## src/rtl/swire_host_defines.vh

```
// Operation
// - Host starts every slot by pulling low
// - Bytes of eight bits, MSB first
// - Address byte high nibble carries opcode
// - Ninth slot returns acknowledge bit
// - No pause inside byte or acknowledge
// - Reset low time; discharge for busy
// - Recovery high time before discovery request
// - Discovery acknowledge before any command; host sets o_discovered and accepts commands even without it
// - Host samples discovery at sample point
// - Start/stop high time after discovery
// - Slot length within mode limits
// - Long low zero, short low one
// - Acknowledge is zero, not-acknowledge one
// - Zero pulse 6-16us fast, 24-64us std
// - One pulse 1-2us fast, 4-8us std
// - Start/stop high 150us fast, 600us std
`ifndef SWIRE_HOST_DEFINES_VH
`define SWIRE_HOST_DEFINES_VH

// ----------------------------------------
// Clock
// ----------------------------------------
`define CLK_MHZ 100

// ----------------------------------------
// High-speed timings, microseconds
// ----------------------------------------
`define HS_ZERO_US 8
`define HS_ONE_US 1
`define HS_SLOT_US 20
`define HS_RD_US 1
`define HS_SAMPLE_US 2
`define HS_HTSS_US 150
`define HS_RESET_US 150

// ----------------------------------------
// Standard-speed timings, microseconds
// ----------------------------------------
`define SS_ZERO_US 32
`define SS_ONE_US 4
`define SS_SLOT_US 80
`define SS_RD_US 4
`define SS_SAMPLE_US 8
`define SS_HTSS_US 600
`define SS_RESET_US 480

// ----------------------------------------
// Reset and discovery, microseconds
// ----------------------------------------
`define DSCHG_US 150
`define RRT_US 8
`define DRR_US 1
`define MSDR_US 2
`define DISC_SLOT_US 20

// ----------------------------------------
// Frame
// ----------------------------------------
`define BYTE_BITS 8
`define CNT_W 20

`endif

```

## src/rtl/swire_slot_timer.v

```verilog
`timescale 1ns/10ps
`include "swire_host_defines.vh"
module swire_slot_timer #(
  parameter CNT_W = `CNT_W
) (
  // Clock and reset
  input wire i_clock,
  input wire i_rst,
  // Control
  input wire i_start,
  input wire [CNT_W-1:0] i_low_cycles,
  input wire [CNT_W-1:0] i_sample_cycles,
  input wire [CNT_W-1:0] i_total_cycles,
  // Status
  output reg o_drive_low,
  output wire o_sample,
  output wire o_done,
  output wire o_busy
);
  reg [CNT_W-1:0] count;
  reg running;

  // ----------------------------------------
  // Slot counter
  // ----------------------------------------
  // counter-timed slot
  always @(posedge i_clock) begin
    if (i_rst) begin
      count <= {CNT_W{1'b0}};
      running <= 1'b0;
      o_drive_low <= 1'b0;
    end else if (i_start) begin
      count <= {CNT_W{1'b0}};
      running <= 1'b1;
      o_drive_low <= 1'b1;
    end else if (running) begin
      count <= count + 1'b1;
      if (count + 1'b1 >= i_low_cycles) begin
        o_drive_low <= 1'b0;
      end
      if (count + 1'b1 >= i_total_cycles) begin
        running <= 1'b0;
      end
    end
  end

  assign o_sample = running && (count == i_sample_cycles);
  assign o_done = running && (count + 1'b1 >= i_total_cycles);
  assign o_busy = running;
endmodule // swire_slot_timer

```

## src/rtl/swire_host.v

```verilog
`timescale 1ns/10ps
`include "swire_host_defines.vh"
module swire_host #(
  parameter CNT_W = `CNT_W,
  parameter HS_HTSS_CYC = `HS_HTSS_US * `CLK_MHZ,
  parameter SS_HTSS_CYC = `SS_HTSS_US * `CLK_MHZ,
  parameter HS_RESET_CYC = `HS_RESET_US * `CLK_MHZ,
  parameter SS_RESET_CYC = `SS_RESET_US * `CLK_MHZ,
  parameter DSCHG_CYC = `DSCHG_US * `CLK_MHZ
) (
  // Clock and reset
  input wire i_clock,
  input wire i_rst,
  // Commands
  input wire i_reset_req,
  input wire i_discharge,
  input wire i_std_speed,
  input wire i_byte_req,
  input wire i_byte_read,
  input wire [7:0] i_byte,
  input wire i_ack_out,
  input wire i_stop_req,
  // Answers
  output wire o_ready,
  output reg o_done,
  output reg o_present,
  output reg [7:0] o_byte,
  output reg o_ack_in,
  output reg o_discovered,
  // Line
  input wire i_line,
  output wire o_line,
  output wire o_line_oe_n
);
  localparam ST_IDLE = 3'd0;
  localparam ST_RESET = 3'd1;
  localparam ST_RECOVER = 3'd2;
  localparam ST_DISC = 3'd3;
  localparam ST_HIGH = 3'd4;
  localparam ST_BITS = 3'd5;

  localparam [CNT_W-1:0] HS_ZERO = `HS_ZERO_US * `CLK_MHZ;
  localparam [CNT_W-1:0] HS_ONE = `HS_ONE_US * `CLK_MHZ;
  localparam [CNT_W-1:0] HS_SLOT = `HS_SLOT_US * `CLK_MHZ;
  localparam [CNT_W-1:0] HS_RD = `HS_RD_US * `CLK_MHZ;
  localparam [CNT_W-1:0] HS_SMP = `HS_SAMPLE_US * `CLK_MHZ;
  localparam [CNT_W-1:0] SS_ZERO = `SS_ZERO_US * `CLK_MHZ;
  localparam [CNT_W-1:0] SS_ONE = `SS_ONE_US * `CLK_MHZ;
  localparam [CNT_W-1:0] SS_SLOT = `SS_SLOT_US * `CLK_MHZ;
  localparam [CNT_W-1:0] SS_RD = `SS_RD_US * `CLK_MHZ;
  localparam [CNT_W-1:0] SS_SMP = `SS_SAMPLE_US * `CLK_MHZ;
  localparam [CNT_W-1:0] RRT = `RRT_US * `CLK_MHZ;
  localparam [CNT_W-1:0] DRR = `DRR_US * `CLK_MHZ;
  localparam [CNT_W-1:0] MSDR = `MSDR_US * `CLK_MHZ;
  localparam [CNT_W-1:0] DSLOT = `DISC_SLOT_US * `CLK_MHZ;

  reg [2:0] state;
  reg [CNT_W-1:0] count;
  reg [3:0] bit_idx;
  reg [8:0] shift;
  reg [7:0] rx;
  reg reading;
  reg std_mode;
  reg hold_low;
  reg line_meta;
  reg line_sync;
  reg slot_start;
  reg [CNT_W-1:0] slot_low;
  reg [CNT_W-1:0] slot_smp;
  reg [CNT_W-1:0] slot_total;
  wire slot_drive;
  wire slot_sample;
  wire slot_done;
  wire slot_busy;

  // ----------------------------------------
  // Line synchroniser
  // ----------------------------------------
  always @(posedge i_clock) begin
    if (i_rst) begin
      line_meta <= 1'b1;
      line_sync <= 1'b1;
    end else begin
      line_meta <= i_line;
      line_sync <= line_meta;
    end
  end

  // ----------------------------------------
  // Slot timer
  // ----------------------------------------
  swire_slot_timer #(
    .CNT_W(CNT_W)
  ) u_timer (
    .i_clock(i_clock),
    .i_rst(i_rst),
    .i_start(slot_start),
    .i_low_cycles(slot_low),
    .i_sample_cycles(slot_smp),
    .i_total_cycles(slot_total),
    .o_drive_low(slot_drive),
    .o_sample(slot_sample),
    .o_done(slot_done),
    .o_busy(slot_busy)
  );

  assign o_line = 1'b0;
  assign o_line_oe_n = ~(hold_low | slot_drive);
  assign o_ready = (state == ST_IDLE) && !slot_busy;

  // Slot timing for one data bit
  function [CNT_W-1:0] bit_low;
    input std;
    input rd;
    input b;
    begin
      if (rd) begin
        bit_low = std ? SS_RD : HS_RD;
      end else if (b) begin
        bit_low = std ? SS_ONE : HS_ONE;
      end else begin
        bit_low = std ? SS_ZERO : HS_ZERO;
      end
    end
  endfunction

  // ----------------------------------------
  // Sequencer
  // ----------------------------------------
  always @(posedge i_clock) begin
    if (i_rst) begin
      state <= ST_IDLE;
      count <= {CNT_W{1'b0}};
      bit_idx <= 4'h0;
      shift <= 9'h000;
      rx <= 8'h00;
      reading <= 1'b0;
      std_mode <= 1'b0;
      hold_low <= 1'b0;
      slot_start <= 1'b0;
      slot_low <= {CNT_W{1'b0}};
      slot_smp <= {CNT_W{1'b0}};
      slot_total <= {CNT_W{1'b0}};
      o_done <= 1'b0;
      o_present <= 1'b0;
      o_byte <= 8'h00;
      o_ack_in <= 1'b1;
      o_discovered <= 1'b0;
    end else begin
      slot_start <= 1'b0;
      o_done <= 1'b0;
      case (state)
        ST_IDLE: begin
          if (!slot_busy && i_reset_req) begin
            hold_low <= 1'b1;
            count <= {CNT_W{1'b0}};
            o_discovered <= 1'b0;
            state <= ST_RESET;
          end else if (!slot_busy && o_discovered && i_stop_req) begin
            count <= {CNT_W{1'b0}};
            state <= ST_HIGH;
          end else if (!slot_busy && o_discovered && i_byte_req) begin
            shift <= {i_byte, i_ack_out};
            reading <= i_byte_read;
            bit_idx <= 4'h0;
            rx <= 8'h00;
            state <= ST_BITS;
          end
        end
        ST_RESET: begin
          count <= count + 1'b1;
          if (count + 1'b1 >= (i_discharge ? DSCHG_CYC[CNT_W-1:0] :
              (std_mode ? SS_RESET_CYC[CNT_W-1:0] : HS_RESET_CYC[CNT_W-1:0]))) begin
            hold_low <= 1'b0;
            count <= {CNT_W{1'b0}};
            std_mode <= i_std_speed;
            state <= ST_RECOVER;
          end
        end
        ST_RECOVER: begin
          if (line_sync) begin
            count <= count + 1'b1;
          end
          if (count + 1'b1 >= RRT) begin
            slot_low <= DRR;
            slot_smp <= MSDR;
            slot_total <= DSLOT;
            slot_start <= 1'b1;
            state <= ST_DISC;
          end
        end
        ST_DISC: begin
          if (slot_sample) begin
            o_present <= ~line_sync;
          end
          if (slot_done) begin
            count <= {CNT_W{1'b0}};
            state <= ST_HIGH;
          end
        end
        ST_HIGH: begin
          count <= count + 1'b1;
          if (count + 1'b1 >= (std_mode ? SS_HTSS_CYC[CNT_W-1:0] : HS_HTSS_CYC[CNT_W-1:0])) begin
            o_discovered <= 1'b1;
            o_done <= 1'b1;
            state <= ST_IDLE;
          end
        end
        ST_BITS: begin
          if (!slot_busy && !slot_start) begin
            slot_low <= bit_low(std_mode, (bit_idx < 4'd8) ? reading : !reading, shift[8]);
            slot_smp <= std_mode ? SS_SMP : HS_SMP;
            slot_total <= std_mode ? SS_SLOT : HS_SLOT;
            slot_start <= 1'b1;
          end
          if (slot_sample) begin
            if (bit_idx < 4'd8) begin
              rx <= {rx[6:0], line_sync};
            end else begin
              o_ack_in <= line_sync;
            end
          end
          if (slot_done) begin
            shift <= {shift[7:0], 1'b0};
            bit_idx <= bit_idx + 1'b1;
            if (bit_idx == 4'd8) begin
              o_byte <= rx;
              o_done <= 1'b1;
              state <= ST_IDLE;
            end
          end
        end
        default: begin
          state <= ST_IDLE;
        end
      endcase
    end
  end
endmodule // swire_host

```

## config.mk

```make
export PLATFORM = sky130hd
export DESIGN_NAME = swire_host
export DESIGN_NICKNAME = d
export VERILOG_FILES = /design/src/rtl/swire_slot_timer.v /design/src/rtl/swire_host.v
export VERILOG_INCLUDE_DIRS = /design/src /design/src/rtl
export SDC_FILE = /design/constraint.sdc
export NUM_CORES = 1
export LEC_CHECK = 0
export BUFFER_PORTS_ARGS = -buffer_cell sky130_fd_sc_hd__buf_2
export CORE_ASPECT_RATIO = 0.6
export CORE_MARGIN = 5
export CORE_UTILIZATION = 50
export CTS_CLUSTER_DIAMETER = 100
export CTS_CLUSTER_SIZE = 16
export DETAILED_ROUTE_END_ITERATION = 8
export PLACE_DENSITY = 0.8
export SKIP_CTS_REPAIR_TIMING = 1
export SLEW_MARGIN = 20
export SYNTH_ARGS = -nofsm -noshare
export SYNTH_HDL_FRONTEND = slang
export SYNTH_SLANG_ARGS = --single-unit
```

## constraint.sdc

```tcl
create_clock -name i_clock -period 3.5 [get_ports i_clock]
set_clock_uncertainty 0.1 [all_clocks]
set_input_delay 0.35 -clock i_clock [delete_from_list [all_inputs] [get_ports i_clock]]
set_output_delay 0.35 -clock i_clock [all_outputs]
set_load 0.05 [all_outputs]
```

== Word level (Yosys, flattened, before mapping) ==
Index checks and enable logic that the tools add are counted.

* Divide/modulo/power cells: 0
* Shifts and indexed selects: 0
* Multiplexer cells: 70
* Multiply operators: 0
* Reduce and logical (&&, ||, !) cells: 33
* Add/subtract/negate cells: 3
* Bitwise logic cells: 6
* Order comparisons: 6
* Eq/ne operators: 23

{| class="wikitable"
|+ Operators by type and width
! cell !! count
|-
| 20-bit 2-to-1 mux || 11
|-
| 20-bit case mux with 2 select lines || 3
|-
| 20-bit case mux with 5 select lines || 1
|-
| 16-bit 2-to-1 mux || 3
|-
| 9-bit 2-to-1 mux || 5
|-
| 20-bit by 1-bit adder with 20-bit output, second input constant || 2
|-
| 20-bit by 16-bit >= comparator with 1-bit output || 2
|-
| 20-bit >= comparator || 2
|-
| 8-bit 2-to-1 mux || 5
|-
| 12-bit 2-to-1 mux || 3
|-
| 3-bit 2-to-1 mux || 9
|-
| 2-bit != test, second input constant || 12
|-
| 20-bit == test || 1
|-
| 20-bit by 10-bit >= comparator with 1-bit output, second input constant || 1
|-
| 3-bit case mux with 6 select lines || 1
|-
| 9-bit case mux with 2 select lines || 1
|-
| 1-bit 2-to-1 mux || 16
|-
| 4-bit 2-to-1 mux || 4
|-
| 8-bit case mux with 2 select lines || 1
|-
| 3-bit AND reduction || 5
|-
| 13-bit 2-to-1 mux || 1
|-
| 2-bit nonzero test || 6
|-
| 10-bit 2-to-1 mux || 1
|-
| 1-bit logical AND || 8
|-
| 22 further kinds || 37
|}

* RAM bits: 0
* Memory bits (read-only): 0
* Memories kept: 0
* Logic and storage cells: 163
* Latch bits: 0
* Input port bits: 18
* Flip-flop bits (word level): 144
* Output and inout bits: 15

== Longest topological paths before layout ==
* Depth after elaboration: 7
* Depth in mapped cells: 15
* Mapped depth without buffers: 14

== By module ==
From an unflattened synthesis, not the netlist that was laid out.

* Cell total of the unflattened synthesis: 798
* Area total of the unflattened synthesis: 6,456.2 um2

{| class="wikitable"
|+ Modules (own cells, without submodules)
! module !! instances !! sequential area each (um2) !! area each (um2) !! cells each
|-
| swire_host || 1 || 1,401.3 || 3,932.5 || 482
|-
| swire_slot_timer || 1 || 440.4 || 2,523.7 || 316
|}

== Worst setup path after synthesis ==
OpenSTA, ideal clock, no wires.

* Path type: reg2reg
* Start: register u_timer.count[0]
* End: register state[2]
* Cell stages (with the launch flop): 14
* Arrival time: 3.245 ns
* Setup slack: 0.028 ns
* Library setup time: 0.127 ns
* Clock period less this slack: 3.472 ns
* Cell sequence: dfxtp_1 > ha_1 > nand3_1 > nor2_1 > nand3_1 > xnor2_1 > ha_1 > and4_1 > a221oi_1 > a31oi_1 > a211oi_2 > o21ai_1 > and3_1 > or3_1

* Cells in the longest elaborated chain, start to end: 5

{| class="wikitable"
|+ RTL lines
! element !! RTL line !! source
|-
| from (decl) || swire_slot_timer.v:20 || <nowiki>reg [CNT_W-1:0] count;</nowiki>
|-
| from (signal assigned) || swire_slot_timer.v:29 || <nowiki>count <= {CNT_W{1'b0}};</nowiki>
|-
| from (signal assigned) || swire_slot_timer.v:33 || <nowiki>count <= {CNT_W{1'b0}};</nowiki>
|-
| from (signal assigned) || swire_slot_timer.v:37 || <nowiki>count <= count + 1'b1;</nowiki>
|-
| 20-bit by 1-bit adder with 20-bit output * || swire_slot_timer.v:48 || <nowiki>assign o_done = running && (count + 1'b1 >= i_total_cycles);</nowiki>
|-
| 20-bit >= comparator * || swire_slot_timer.v:48 ||
|-
| 1-bit logical AND * || swire_slot_timer.v:48 ||
|-
| 2-bit != test (no line) || -- ||
|-
| 7-bit AND reduction (no line) * || -- ||
|-
| to (signal assigned) || swire_host.v:132 || <nowiki>state <= ST_IDLE;</nowiki>
|-
| to (signal assigned) || swire_host.v:158 || <nowiki>state <= ST_RESET;</nowiki>
|-
| to (signal assigned) || swire_host.v:161 || <nowiki>state <= ST_HIGH;</nowiki>
|-
| to (decl) || swire_host.v:57 || <nowiki>reg [2:0] state;</nowiki>
|}

Every way passes the cells marked *; elsewhere a longest branch is shown, timed or not.
A chain may end at the register's enable or synchronous reset.

== Final worst setup path ==
* Start: register u_timer.count[3]
* End: register shift[6]

* Cells in the longest elaborated chain, start to end: 5

{| class="wikitable"
|+ RTL lines
! element !! RTL line !! source
|-
| 20-bit by 1-bit adder with 20-bit output || swire_slot_timer.v:48 ||
|-
| 20-bit >= comparator || swire_slot_timer.v:48 ||
|-
| 1-bit logical AND || swire_slot_timer.v:48 ||
|-
| 2-bit != test (no line) || -- ||
|-
| 5-bit AND reduction (no line) || -- ||
|-
| to (signal assigned) || swire_host.v:163 || <nowiki>shift <= {i_byte, i_ack_out};</nowiki>
|-
| to (signal assigned) || swire_host.v:224 || <nowiki>shift <= {shift[7:0], 1'b0};</nowiki>
|-
| to (decl) || swire_host.v:60 || <nowiki>reg [8:0] shift;</nowiki>
|}

Every way passes these cells.

==> results.md <==
- The run finished, with violations left.
- The checks that failed: setup timing.
- The cell count after synthesis came out at 734.
- Summing the areas of all and, or, nand and nor instances in the mapped netlist gives 27.0% of the synthesized area.
- The worst min-delay path endpoint is line_meta.
- The maximum number of pins on one net before global-route repair is 36.
- The synthesized netlist devotes 8.12% of its cell area to adder and majority cells.
- The mux share of post-synthesis cell area is 2.54%.
- In this run the critical register-to-register path is launched from u_timer.count[3].
- The share of synthesized area in the top cell type comes to 30.7%.
- CTS built an H-tree with a depth of 3.
- The total congestion overflow is 0.
- Setup violations remaining at the end of the flow were counted as 42.
- Averaged over all synthesized cells, the footprint is 8.19 um2.
- The total via count in the routed design is 6076.
- The main flop type after synthesis is sky130_fd_sc_hd__dfxtp_1.
- The worst path in the final design needs a cycle of 3750 ps, including I/O delays and setup.
- The total count of max-transition violations in the final report is 0.
- Summed over all cells, the static leakage comes to 3.12 nW.
- Summed over all layers, the routed wires come to 18100 um.
- Dividing the detail-routed wire length by the instance count gives 18.1 um.
- The overall routing resource usage is 23.5%.
- Measured along the y axis, the die boundary spans 94.9 um.
- The setup path with the least slack is of type flop to flop.
- The buffer cell driving the clock tree root is sky130_fd_sc_hd__clkbuf_16.
- The worst slack after detailed placement is -346 ps.
- The count of nets left with antenna violations once routing finished came out at 0.
- The cell taking the most area after synthesis is sky130_fd_sc_hd__dfxtp_1.
- The depth of the worst register-to-register path is 15.
- Clock-pin slew was measured on the worst setup and hold paths at 70 ps.
- After layout, the worst path uses 107% of the clock period.
- The most frequent cell after synthesis is sky130_fd_sc_hd__dfxtp_1.
- The DRC violation total after the first TritonRoute iteration is 680.
- Yosys attributes the largest share of cell area to sky130_fd_sc_hd__dfxtp_1 (31%), sky130_fd_sc_hd__ha_1 (8.1%), sky130_fd_sc_hd__nand2_1 (4.7%), sky130_fd_sc_hd__nor2_1 (4.7%), sky130_fd_sc_hd__xnor2_1 (3.8%).
- The effective utilization at floorplan is 50.5%.
- The net count of the mapped netlist is 791.
- The floorplan step set the die width to 152 um.
- The capturing point of the worst reg2reg path is shift[6].
- At the end of routability-driven placement, the weighted congestion stood at 0.942.
- Counting every sink on the clock net gives 92.
- For this run, the detailed router's first-pass iteration total came to 5.
- The clock tree from TritonCTS is yes.
- The total of buffers placed on input and output ports is 31.
- The maximum ir drop on the vdd rail is 0.000642 V.
- Setup slack on the critical path of the routed design comes to -253 ps.
- Counting instances, the worst hold path has a depth of 2.
- The hold violation count in the final report is 0.
- Summing the areas of all compound-gate instances in the mapped netlist gives 19.0% of the synthesized area.
- The worst setup path is launched from a flop.
- The fraction of synthesized cell area in xor and xnor cells is 6.41%.
- The placed wire-length estimate after detailed placement is 12200 um.
- The number of rows in the core area is 31.
- In this run, synthesis inferred 0 flip-flops with an integrated enable.
- The fraction of layout instances using a drive strength above 1 is 28.0%.
- The worst endpoint required time is 3660 ps.
- From synthesis to final layout, the design area changed by 27.1%.
- The core region is 11900 um2.
- The number of top-level pins is 33.
- The synthesized cell area is 6010 um2.
- The register bit count reported by yosys is 92.
- The initial antenna violation count was 0.
- The setup slack of the worst register-to-register path is -250 ps.
- The power density relative to cell area is 496 nW/um2.
- The max capacitance violation total is 0.
- The sequential cell area fraction in the yosys report is 30.7%.
- The number of placed instances, taps included, is 967.
- The slew of the pin with the lowest slew margin is 970 ps.
- After detailed routing, the number of vias per cell comes to 6.07.
- The number of antenna diodes in the final layout is 0.
- The first global-routing pass estimated 26800 um of wire.
- The insertion delay to the later sink of the worst-skew pair is 350 ps.
- Data arrives at the worst endpoint at 3910 ps.
- The die area is 14400 um2.
- The net count reported at finish is 888.
- The relative slew slack is 34.7%.
- Timing would allow up to 266 MHz.
- The number of clock buffers added by TritonCTS is 9.
- After detailed routing, the number of remaining DRC violations is 0.
- The largest fanout on the critical path is 6.
- During synthesis, Yosys emitted a total of 0 warnings.
- The proportion of register bits with asynchronous set or reset after synthesis is 0%.
- The class of the tightest hold or removal check is input pin to flop.
- The via count of the first global-routing pass came to 5243.
- The finished layout holds 1001 standard cells, fillers aside.
- The post-synthesis cell type count is 83.
- Setup repair after global routing could not meet its margin everywhere.
- The commonest cells after synthesis are sky130_fd_sc_hd__dfxtp_1 (92), sky130_fd_sc_hd__nand2_1 (76), sky130_fd_sc_hd__nor2_1 (75).
- The worst setup path is captured at a flop.
- By area, the combinational part of the netlist is dominated by simple AND/OR/NAND/NOR gates.
- The worst hold path begins at i_line.
- The buffer levels on the longest clock path is 2.
critical path: stages (launching register included):
cell and delay (ps):
sky130_fd_sc_hd__dfxtp_4 360, sky130_fd_sc_hd__nand4_1 160, sky130_fd_sc_hd__buf_4 200, sky130_fd_sc_hd__nor4_4 320, sky130_fd_sc_hd__xor2_1 280, sky130_fd_sc_hd__ha_1 210, sky130_fd_sc_hd__and4_4 250, sky130_fd_sc_hd__nand4_1 80
sky130_fd_sc_hd__nand4b_1 230, sky130_fd_sc_hd__a31oi_4 250, sky130_fd_sc_hd__buf_6 130, sky130_fd_sc_hd__a211oi_4 60, sky130_fd_sc_hd__o31ai_4 500, sky130_fd_sc_hd__clkbuf_16 270, sky130_fd_sc_hd__nor2_2 50, sky130_fd_sc_hd__a311oi_1 210
how the worst max path moves through the flow:
stage                           startpoint         to  slack [ps]
after global routing      u_timer.count[3]   shift[6]        -350
after detailed placement  u_timer.count[0]  count[10]        -350
after global placement    u_timer.count[0]   count[4]        -210
after CTS                 u_timer.count[0]  count[10]        -360
after floorplan           u_timer.count[0]   state[2]          30
final                     u_timer.count[3]   shift[6]        -250
cell usage in the layout, fill, tap and decap left out, drive strengths merged, types with 3 or more instances in the layout:
cell type | netlist | routed
buf | 26 | 138
nand3 | 24 | 24
a31o | 4 | 4
or2 | 5 | 5
and3 | 10 | 10
or3 | 8 | 8
clkinv | 0 | 3
dfxtp | 92 | 92
a21oi | 33 | 33
o21ai | 24 | 24
a221oi | 4 | 4
nand3b | 3 | 3
nand2 | 76 | 76
o211ai | 3 | 3
nor2b | 6 | 6
nand4 | 30 | 30
nor3b | 3 | 3
o41ai | 3 | 3
a22o | 17 | 17
nor4 | 13 | 13
a211oi | 6 | 6
mux2i | 13 | 13
a311oi | 10 | 10
nor3 | 21 | 21
a31oi | 7 | 7
nor2 | 77 | 77
and2 | 4 | 4
o21a | 4 | 4
o31ai | 9 | 9
xor2 | 18 | 18
and4 | 7 | 7
a2111oi | 3 | 3
clkbuf | 28 | 11
inv | 33 | 35
xnor2 | 26 | 26
nor4b | 4 | 4
nand2b | 3 | 3
ha | 39 | 39
a21o | 5 | 5
nand4b | 3 | 3
stage by stage:
step	setup TNS, ps	instance area, um2	total power, W	util, %	hold WS (ps)
global route	-11330	7640	0.00396	64.1	76.3
detailed placement	-8310	6820	0.00233	57.3	308
CTS	-8900	7150	0.00341	60.0	68.9
global placement	-3840	6820	0.00230	57.3	291
finish	-5610	7640	0.00379	64.1	76.0
floorplan	0	6010	0.00199	-	289
layer usage:
metal	up-vias	GRT usage [%]	routed length, um
li1	2857	-	-
met5	-	0	0
met3	33	5.71	2110
met2	353	31.5	7310
met4	0	6.05	325
met1	2833	36.8	8370
state kept, by name, summed over array words and instances, names as in the netlist, 3 cells and up:
signal and flops:
shift 9, u_timer.count 20, count 20, o_byte 8, state 3, rx 8, bit_idx 4, slot_low 7
area by class of cell:
class	count	area, um2
Fill cell	903	4270
Multi-Input combinational cell	555	4080
Sequential cell	92	1850
Timing Repair Buffer	140	1050
Clock buffer	9	225
Tap cell	165	206
Inverter	33	124
Clock inverter	7	98.8
logic make-up (layout without fill, tap and decap cells):
family                     after synthesis  count (layout)
AOI/OAI and AO/OA                      152             152
buffers and inverters                   87             189
and+or+nand+nor                        304             304
xor gates and xnor gates                44              44
muxes                                   15              15
adders and majority gates               39              39
DFF                                     92              92
other                                    1               1
power by group:
part           leakage [nW]  internal [W]  total, W  switching, W
sequential            0.747       0.00113   0.00125      0.000120
combinational          2.21      0.000611   0.00145      0.000843
clock                 0.162      0.000633   0.00108      0.000451
(Power assumes the default switching activity.)
